$ cat src/hw/hsf_pkg.sv
package hsf_pkg;

    // ------------------------------------------------------------
    // buffer geometry
    // ------------------------------------------------------------
    localparam int HSF_HALF_BYTES = 32;    // bytes in one half
    localparam int HSF_BUF_BYTES = 64;     // bytes in both halves
    localparam int HSF_MAX_FRAMES = 17;    // bound of the received-frame tally
    localparam logic [5:0] HSF_CNT_RST = 6'h00;

    // ------------------------------------------------------------
    // serial-side receive write
    // ------------------------------------------------------------
    typedef struct packed {
        logic valid;      // one byte offered
        logic [7:0] data; // control field, data or status byte
        logic last;       // byte is the appended status byte
    } hsf_rx_byte_t;

    // host-side command strobes
    typedef struct packed {
        logic rx_block_done_cmd;     // release the host-side receive half
        logic tx_end_of_message_cmd; // frame end given by host
        logic tx_reset_cmd;          // flush the transmit buffer
    } hsf_cmd_t;

endpackage : hsf_pkg

$ cat src/hw/hsf_buffer.sv
`timescale 1ns/1ps
// How it works
// - each direction holds 64 bytes as two 32-byte halves, one host-visible
// - a whole received frame of up to 64 bytes fits in the buffer
// - a filled receive half raises pool-full irq or rx dma request
// - interrupt mode keeps the half until the block-done command arrives
// - dma mode releases the receive half once all of its bytes are read, at most 32
// - interrupt-mode reads do not consume; each read advances the read pointer, with no rewind
// - long frames keep requesting successive 32-byte blocks until frame ends
// - at most 2 short frames are held in the receive buffer, one per half
// - a closed serial half takes no further frame until the host half is released
// - address dropped, control first, status byte appended by the serial side
// - dma request stays up while transfers are needed, drops after block
// - each dma block is at most 32 bytes
// - transmit-pool-ready flags an empty host-accessible transmit half after a reset command or an interrupt-mode hand-over
// - dma request drops at the clock edge that ends the final cycle of the block
// - underrun fires when transmit empties without end-of-message
module hsf_buffer
    import hsf_pkg::*;
#(
    parameter int HALF = 32 // bytes per half
) (
    input wire logic clk_i,                          // 100 mhz system clock
    input wire logic reset_n_i,                      // async active-low reset
    input wire logic dma_mode_i,                     // 1: dma, 0: interrupt mode
    input wire hsf_pkg::hsf_rx_byte_t rx_wr_i,       // serial side receive byte
    input wire hsf_pkg::hsf_cmd_t cmd_i,             // command register strobes
    input wire logic rx_rd_i,                        // host read of receive half
    input wire logic dma_acknowledge_i,              // dma cycle start
    output logic [7:0] rx_data_o,                    // receive read data
    output logic rx_pool_full_irq_o,                 // receive half ready pulse
    output logic rx_dma_request_o,                   // receive dma request level
    input wire logic tx_wr_i,                        // host write to transmit half
    input wire logic [7:0] tx_wdata_i,               // transmit write data
    input wire logic [15:0] tx_byte_count_i,         // dma-mode frame length
    input wire logic tx_ser_rd_i,                    // serial side takes a byte
    output logic [7:0] tx_ser_data_o,                // byte to serialiser
    output logic tx_ser_valid_o,                     // serial byte available
    output logic tx_ser_last_o,                      // byte ends the frame
    output logic tx_pool_ready_irq_o,                // transmit half free pulse
    output logic tx_dma_request_o,                   // transmit dma request level
    output logic tx_underrun_irq_o,                  // underrun pulse
    output logic rx_overflow_o                       // serial byte dropped
);
    import hsf_pkg::*;

    localparam int AW = $clog2(2 * HALF);
    localparam int HW = $clog2(HALF);

    // ------------------------------------------------------------
    // receive buffer
    // ------------------------------------------------------------
    logic [7:0] rx_mem [0:2*HALF-1];
    logic rx_host_reg;          // half index owned by host
    logic [1:0] rx_full_reg;    // half is closed and waiting
    logic [HW:0] rx_wcnt_reg;   // bytes in serial half
    logic [HW:0] rx_fill_reg [0:1]; // bytes held per half
    logic [HW-1:0] rx_rptr_reg; // read pointer in host half
    logic [HW:0] rx_dma_cnt_reg;
    logic [4:0] rx_frames_reg;  // frames received, saturates at 17
    logic rx_dma_req_reg;
    logic rx_irq_reg;
    logic [7:0] rx_data_reg;
    logic rx_ovf_reg;

    wire rx_ser_half = ~rx_host_reg;
    // a frame end closes the serial half so short frames queue
    wire rx_can_wr = ~rx_full_reg[rx_ser_half] && (rx_wcnt_reg < (HW+1)'(HALF));
    wire rx_take = rx_wr_i.valid & rx_can_wr;
    wire rx_close = rx_take & (rx_wr_i.last | (rx_wcnt_reg == (HW+1)'(HALF - 1)));
    wire rx_host_ready = rx_full_reg[rx_host_reg];
    wire rx_dma_rd = dma_mode_i & dma_acknowledge_i & rx_dma_req_reg;
    wire rx_rd = rx_host_ready & (rx_rd_i | rx_dma_rd);
    wire [HW:0] rx_host_fill = rx_fill_reg[rx_host_reg];
    // dma releases after the block is read out; at most 32 bytes
    wire rx_dma_done = rx_dma_rd & (rx_dma_cnt_reg + 1'b1 == rx_host_fill);
    wire rx_release = rx_host_ready &
                      ((~dma_mode_i & cmd_i.rx_block_done_cmd) | rx_dma_done);
    wire [AW-1:0] rx_waddr = {rx_ser_half, rx_wcnt_reg[HW-1:0]};
    wire [AW-1:0] rx_raddr = {rx_host_reg, rx_rptr_reg};

    // serial-side writes and half closing
    always_ff @(posedge clk_i or negedge reset_n_i) begin
        if (!reset_n_i) begin
            rx_wcnt_reg <= '0;
            rx_full_reg <= 2'b00;
            rx_host_reg <= 1'b0;
            rx_frames_reg <= '0;
            rx_fill_reg[0] <= '0;
            rx_fill_reg[1] <= '0;
            rx_ovf_reg <= 1'b0;
        end else begin
            rx_ovf_reg <= rx_wr_i.valid & ~rx_can_wr;
            if (rx_take) begin
                rx_mem[rx_waddr] <= rx_wr_i.data; // status byte stored as given
                rx_wcnt_reg <= rx_close ? '0 : rx_wcnt_reg + 1'b1;
            end
            if (rx_close) begin
                rx_full_reg[rx_ser_half] <= 1'b1;
                rx_fill_reg[rx_ser_half] <= rx_wcnt_reg + 1'b1;
            end
            if (rx_release) begin
                rx_full_reg[rx_host_reg] <= 1'b0;
                rx_host_reg <= ~rx_host_reg;      // swap halves
            end else if (!rx_host_ready && rx_close) begin
                rx_host_reg <= rx_ser_half;       // first block goes straight to host
            end
            // frame tally bounded by 17
            if (rx_take && rx_wr_i.last && rx_frames_reg < 5'(HSF_MAX_FRAMES))
                rx_frames_reg <= rx_frames_reg + 1'b1;
        end
    end

    // host-side reads; interrupt mode never consumes
    always_ff @(posedge clk_i or negedge reset_n_i) begin
        if (!reset_n_i) begin
            rx_rptr_reg <= '0;
            rx_dma_cnt_reg <= '0;
            rx_data_reg <= 8'h00;
        end else begin
            if (rx_rd) begin
                rx_data_reg <= rx_mem[rx_raddr];
                rx_rptr_reg <= rx_rptr_reg + 1'b1;
            end
            if (rx_dma_rd)
                rx_dma_cnt_reg <= rx_dma_cnt_reg + 1'b1;
            if (rx_release) begin
                rx_rptr_reg <= '0;
                rx_dma_cnt_reg <= '0;
            end
        end
    end

    // prompt per filled half; long frames repeat per block
    wire rx_new_block = rx_close & ~rx_host_ready;
    wire rx_next_block = rx_release & rx_full_reg[~rx_host_reg];
    // request drops at the edge that ends the final read cycle
    wire rx_req_next = dma_mode_i & rx_host_ready & ~rx_release & ~rx_dma_done;
    always_ff @(posedge clk_i or negedge reset_n_i) begin
        if (!reset_n_i) begin
            rx_irq_reg <= 1'b0;
            rx_dma_req_reg <= 1'b0;
        end else begin
            rx_irq_reg <= ~dma_mode_i & (rx_new_block | rx_next_block);
            // a queued block re-raises the request one cycle after the release
            rx_dma_req_reg <= rx_req_next | (dma_mode_i & rx_new_block);
        end
    end
    // the far side gates this request with its strobe

    // ------------------------------------------------------------
    // transmit buffer
    // ------------------------------------------------------------
    logic [7:0] tx_mem [0:2*HALF-1];
    logic tx_host_reg;          // half the host fills
    logic [1:0] tx_full_reg;    // half handed to serial side
    logic [HW:0] tx_wcnt_reg;
    logic [HW:0] tx_fill_reg [0:1];
    logic [1:0] tx_eom_reg;     // half ends the frame
    logic [HW:0] tx_rcnt_reg;
    logic [15:0] tx_sent_reg;   // bytes sent in dma frame
    logic tx_active_reg;
    logic tx_xpr_reg, tx_dma_req_reg, tx_xdu_reg;
    logic [7:0] tx_sdata_reg;
    logic tx_svalid_reg, tx_slast_reg;

    wire tx_ser_half = ~tx_host_reg;
    wire tx_dma_wr = dma_mode_i & dma_acknowledge_i & tx_dma_req_reg;
    wire tx_wr = (tx_wr_i | tx_dma_wr) & ~tx_full_reg[tx_host_reg] &
                 (tx_wcnt_reg < (HW+1)'(HALF));
    wire tx_dma_end = (tx_sent_reg + 16'(tx_wcnt_reg) + 16'h0001) >= tx_byte_count_i;
    wire tx_hand = (tx_wr & tx_dma_wr & ((tx_wcnt_reg == (HW+1)'(HALF - 1)) | tx_dma_end))
                 | (~dma_mode_i & cmd_i.tx_end_of_message_cmd);
    wire tx_hand_eom = cmd_i.tx_end_of_message_cmd | (tx_dma_wr & tx_dma_end);
    wire tx_has = tx_full_reg[tx_ser_half] & (tx_rcnt_reg < tx_fill_reg[tx_ser_half]);
    wire tx_pop = tx_has & tx_ser_rd_i;
    wire tx_half_empty = tx_pop & (tx_rcnt_reg + 1'b1 == tx_fill_reg[tx_ser_half]);
    wire tx_eom_now = tx_eom_reg[tx_ser_half];
    // empty without an end-of-message marker
    wire tx_underrun = tx_active_reg & tx_ser_rd_i & ~tx_has & ~tx_full_reg[tx_host_reg];

    // host and dma writes, hand-over to serial side
    always_ff @(posedge clk_i or negedge reset_n_i) begin
        if (!reset_n_i) begin
            tx_host_reg <= 1'b0;
            tx_full_reg <= 2'b00;
            tx_wcnt_reg <= '0;
            tx_fill_reg[0] <= '0;
            tx_fill_reg[1] <= '0;
            tx_eom_reg <= 2'b00;
            tx_rcnt_reg <= '0;
            tx_sent_reg <= 16'h0000;
            tx_active_reg <= 1'b0;
        end else if (cmd_i.tx_reset_cmd) begin
            tx_full_reg <= 2'b00;
            tx_wcnt_reg <= '0;
            tx_rcnt_reg <= '0;
            tx_sent_reg <= 16'h0000;
            tx_active_reg <= 1'b0;
        end else begin
            if (tx_wr)
                tx_mem[{tx_host_reg, tx_wcnt_reg[HW-1:0]}] <= tx_wdata_i;
            if (tx_wr && !tx_hand)
                tx_wcnt_reg <= tx_wcnt_reg + 1'b1;
            if (tx_hand && !tx_full_reg[tx_ser_half]) begin
                tx_full_reg[tx_host_reg] <= 1'b1;
                tx_fill_reg[tx_host_reg] <= tx_wcnt_reg + (HW+1)'(tx_wr);
                tx_eom_reg[tx_host_reg] <= tx_hand_eom;
                tx_sent_reg <= tx_hand_eom ? 16'h0000 : tx_sent_reg + 16'(tx_wcnt_reg) + 16'h0001;
                tx_host_reg <= ~tx_host_reg;      // swap halves
                tx_wcnt_reg <= '0;
                tx_active_reg <= 1'b1;
            end
            if (tx_pop)
                tx_rcnt_reg <= tx_half_empty ? '0 : tx_rcnt_reg + 1'b1;
            if (tx_half_empty) begin
                tx_full_reg[tx_ser_half] <= 1'b0;
                if (tx_eom_now)
                    tx_active_reg <= 1'b0;
            end
            if (tx_underrun)
                tx_active_reg <= 1'b0;
        end
    end

    // transmit flags and serial output
    always_ff @(posedge clk_i or negedge reset_n_i) begin
        if (!reset_n_i) begin
            tx_xpr_reg <= 1'b0;
            tx_dma_req_reg <= 1'b0;
            tx_xdu_reg <= 1'b0;
            tx_sdata_reg <= 8'h00;
            tx_svalid_reg <= 1'b0;
            tx_slast_reg <= 1'b0;
        end else begin
            tx_xpr_reg <= cmd_i.tx_reset_cmd | (tx_hand & ~dma_mode_i);
            tx_dma_req_reg <= dma_mode_i & ~cmd_i.tx_reset_cmd & ~tx_hand &
                              ~tx_full_reg[tx_host_reg] &
                              (tx_sent_reg < tx_byte_count_i);
            tx_xdu_reg <= tx_underrun;
            tx_svalid_reg <= tx_pop;
            if (tx_pop) begin
                tx_sdata_reg <= tx_mem[{tx_ser_half, tx_rcnt_reg[HW-1:0]}];
                tx_slast_reg <= tx_half_empty & tx_eom_now;
            end
        end
    end

    // ------------------------------------------------------------
    // outputs
    // ------------------------------------------------------------
    assign rx_data_o = rx_data_reg;
    assign rx_pool_full_irq_o = rx_irq_reg;
    assign rx_dma_request_o = rx_dma_req_reg;
    assign rx_overflow_o = rx_ovf_reg;
    assign tx_ser_data_o = tx_sdata_reg;
    assign tx_ser_valid_o = tx_svalid_reg;
    assign tx_ser_last_o = tx_slast_reg;
    assign tx_pool_ready_irq_o = tx_xpr_reg;
    assign tx_dma_request_o = tx_dma_req_reg;
    assign tx_underrun_irq_o = tx_xdu_reg;

endmodule : hsf_buffer

$ cat config.mk
export PLATFORM = sky130hd
export DESIGN_NAME = hsf_buffer
export DESIGN_NICKNAME = d
export VERILOG_FILES = /design/src/hw/hsf_pkg.sv /design/src/hw/hsf_buffer.sv
export SDC_FILE = /design/constraint.sdc
export NUM_CORES = 1
export LEC_CHECK = 0
export ABC_AREA = 1
export BUFFER_PORTS_ARGS = -buffer_cell sky130_fd_sc_hd__buf_2
export CORE_UTILIZATION = 30
export DETAILED_ROUTE_END_ITERATION = 8
export PLACE_DENSITY = 0.54
export RECOVER_POWER = 100
export SLEW_MARGIN = 30
export SYNTH_ARGS = -nofsm -noshare
export SYNTH_HDL_FRONTEND = slang
export SYNTH_SLANG_ARGS = --single-unit
$ cat constraint.sdc
create_clock -name clk_i -period 5.5 [get_ports clk_i]
set_input_delay 1.1 -clock clk_i [delete_from_list [all_inputs] [get_ports clk_i]]
set_output_delay 1.1 -clock clk_i [all_outputs]
set_load 0.005 [all_outputs]
==> results.txt <==
status = complete, but fails checks
failing checks = capacitance limit, slew limit
num rows = 145
worst skew pair latency = 0.76 ns
EDFF count, synth = 1024
post-detail-place hpwl = 76.80 mm
Die Width = 399.7 um
worst min path class = flop to flop
CP Data Arrival Time = 5.11 ns
DR DRC count = 0
Worst setup EP type = flop
via count = 31.04k
measured slew at the worst slew-check pin = 3.645 ns
Clk network pwr share = 0.406
Max rail drop VDD = 0.2935 mV
Slew HR = -1.430
WL per Instance = 20.69 um
Pwr Total = 19.37 mW
# IOs = 68
Worst R2R Setup Slack = 0.77 ns
Sw Share = 0.2539
pwr dens = 363.7 nW/um2
Cells after Synth = 4082
Worst Hold Launch = tx_ser_data_o[5]
main flop type after synthesis = edfxtp_1
share of post-route cells with drive strength above 1 = 0.06646
Synth Cell Area = 47460 um2
fraction of registers with async set/reset = 0.09059
number of port buffers = 67
core area = 156600 um2
leakage power = 18.59 nW
Num CTS Buffers = 111
setup violators final = 0
Routed Antenna Nets = 0
clock skew = 0.07662 ns
Worst Setup SP = rx_host_reg
Clk pin slew, worst setup/hold paths = 0.06 ns
Flop pwr share = 0.493
routed wire length = 128.8 mm
met2 usage = 0.2486
Worst EP required = 5.89 ns
First-pass DRT Iterations = 6
RSZ-0062 raised after global routing = false
P_int = 14.45 mW
register area share after synthesis = 0.7017
GRT met1 Usage = 0.2209
R2R depth = 7
TritonCTS clock tree = done
drt initial violations = 2812
Sink Count = 1126
Yosys reg bits = 1126
Starting Density = 0.3031
period utilization = 0.8592
pin count of the biggest net entering global routing = 206
post-synth top area share = 0.6479
clk buf depth = 3
Max Transition Viols Final = 1077
post-CTS sizing = 0
worst-path fanout max = 22
YS warnings = 0
DP Area = 49680 um2
post-placement worst setup slack = 1.431 ns
CTS Root Cell = clkbuf_16
P&R area growth vs syn = 12.21%
library cells used by synthesis = 51
initial antenna violation count = 2
top-count cell post-synth = edfxtp_1
H-tree depth = 3
Startpoint Class = flop
Max Cap Viol = 24
number of global-route vias before repair = 30.18k
Overflow after GRT = 0
Mapped Nets = 4177
Syn Area/Cell = 11.63 um2
total die area = 159800 um2
vias per cell = 4.985
Critical R2R Launch = rx_host_reg
met3 GRT Util = 0.03084
Synth area leader = edfxtp_1
# hold bufs at CTS = 0
combinational share of power = 0.101
Fin. Hold Viols = 0
Max Freq = 211.6 MHz
Placer Congestion = 0.8407
fin util = 0.3401
post-route setup slack = 0.7744 ns
first-pass GRT wire length = 191.2 mm
crit path to = rx_mem[17][4]
postcts setup bufs = 0
min Tclk post-route = 4.726 ns
GR Util All Layers = 0.1585
P_sw = 4.918 mW
Die Ht = 399.7 um
Synth area leaders = edfxtp_1, nand2_1, dfrtp_1
most frequent cells after synthesis = edfxtp_1, nand2_1, nor2_1
TNS Setup = 0 ns
nets = 4168
most used routing layer in global routing = met2
Crit Path Category = flop to flop
Reg-to-Reg End = rx_mem[17][4]
finished layout cell area = 53250 um2
==> layer usage <==
layer	part of all wire	wire (um)
met1	0.45	58190
met2	0.46	58920
met3	0.065	8347
met4	0.026	3379
met5	0	0
==> cells in the final DEF (no fill, tap or decap), types with 3 or more instances in the layout <==
master,n
a21oi_1,146
buf_12,5
buf_2,38
buf_4,19
bufinv_16,15
clkbuf_1,62
clkbuf_16,111
clkbuf_2,4
clkbuf_8,6
clkinv_1,27
clkinv_16,4
clkinv_2,22
clkinvlp_4,6
dfrtp_1,97
dfrtp_2,3
edfxtp_1,1024
ha_1,50
inv_1,108
inv_2,7
inv_6,5
nand2_1,728
nand3_1,278
nand3b_1,3
nand4_1,55
nor2_1,645
nor2_2,10
nor3_1,15
o211ai_1,59
o21ai_0,399
o21ai_1,3
o21ai_2,4
o221ai_1,38
o22ai_1,56
o31ai_1,49
or2_1,3
or2_2,5
xnor2_1,4
xor2_1,29
==> final cells by class <==
| class | instances | area, um2 |
|---|---|---|
| Inverter | 120 | 462.9 |
| Multi-Input combinational cell | 2598 | 12450 |
| Timing Repair Buffer | 116 | 655.6 |
| Clock inverter | 77 | 880.8 |
| Antenna cell | 1 | 2.502 |
| Fill cell | 15500 | 103300 |
| Tap cell | 2058 | 2575 |
| Clock buffer | 131 | 2913 |
| Sequential cell | 1126 | 33310 |
==> kinds of logic (layout without fill, tap and decap cells) <==
| group | Yosys count | after routing | synth area share |
|---|---|---|---|
| and+or+nand+nor | 1749 | 1749 | 0.1521 |
| DFF | 1126 | 1126 | 0.7017 |
| adders and majority gates | 51 | 51 | 0.01360 |
| AOI/OAI and AO/OA | 764 | 764 | 0.09222 |
| xor gates and xnor gates | 33 | 33 | 0.006090 |
| buffers and inverters | 358 | 444 | 0.03409 |
| muxes | 1 | 1 | 0.0002109 |
| other | 0 | 1 | 0 |
==> worst min-delay path by stage <==
stage | depth (start not counted) | endpoint | slack [ns]
floorplan | 2 | rx_fill_reg[11] | 0.44
detailed placement | 2 | tx_fill_reg[3] | 0.46
global route | 2 | rx_fill_reg[11] | 0.51
global placement | 2 | rx_fill_reg[11] | 0.45
finish | 2 | tx_ser_data_o[5] | 0.48
CTS | 2 | tx_fill_reg[3] | 0.47
==> power by group through the flow <==
stage               clock, mW  sequential, mW  combinational (mW)
global placement            0            9.71                1.99
global route             8.32            9.56                2.18
floorplan                   0            9.63                1.33
CTS                      8.02            9.53                2.00
finish                   7.86            9.55                1.96
detailed placement          0            9.71                1.99
==> metrics by stage <==
stage | hold WS, ns | cells
finish | 0.4773 | 6227
floorplan | 0.4366 | 4082
CTS | 0.4744 | 6226
detailed placement | 0.4574 | 6018
global placement | 0.4536 | 6018
global route | 0.5094 | 6226
==> critical path: stages, from the launching register on <==
cell	delay, ns
dfrtp_1	0.44
clkbuf_1	1.10
o21ai_0	0.42
inv_2	0.12
nand3_1	0.16
nor3_1	0.70
nand3_1	0.50
nor2_1	0.90
No activity file was read; power rests on OpenSTA's default activity.
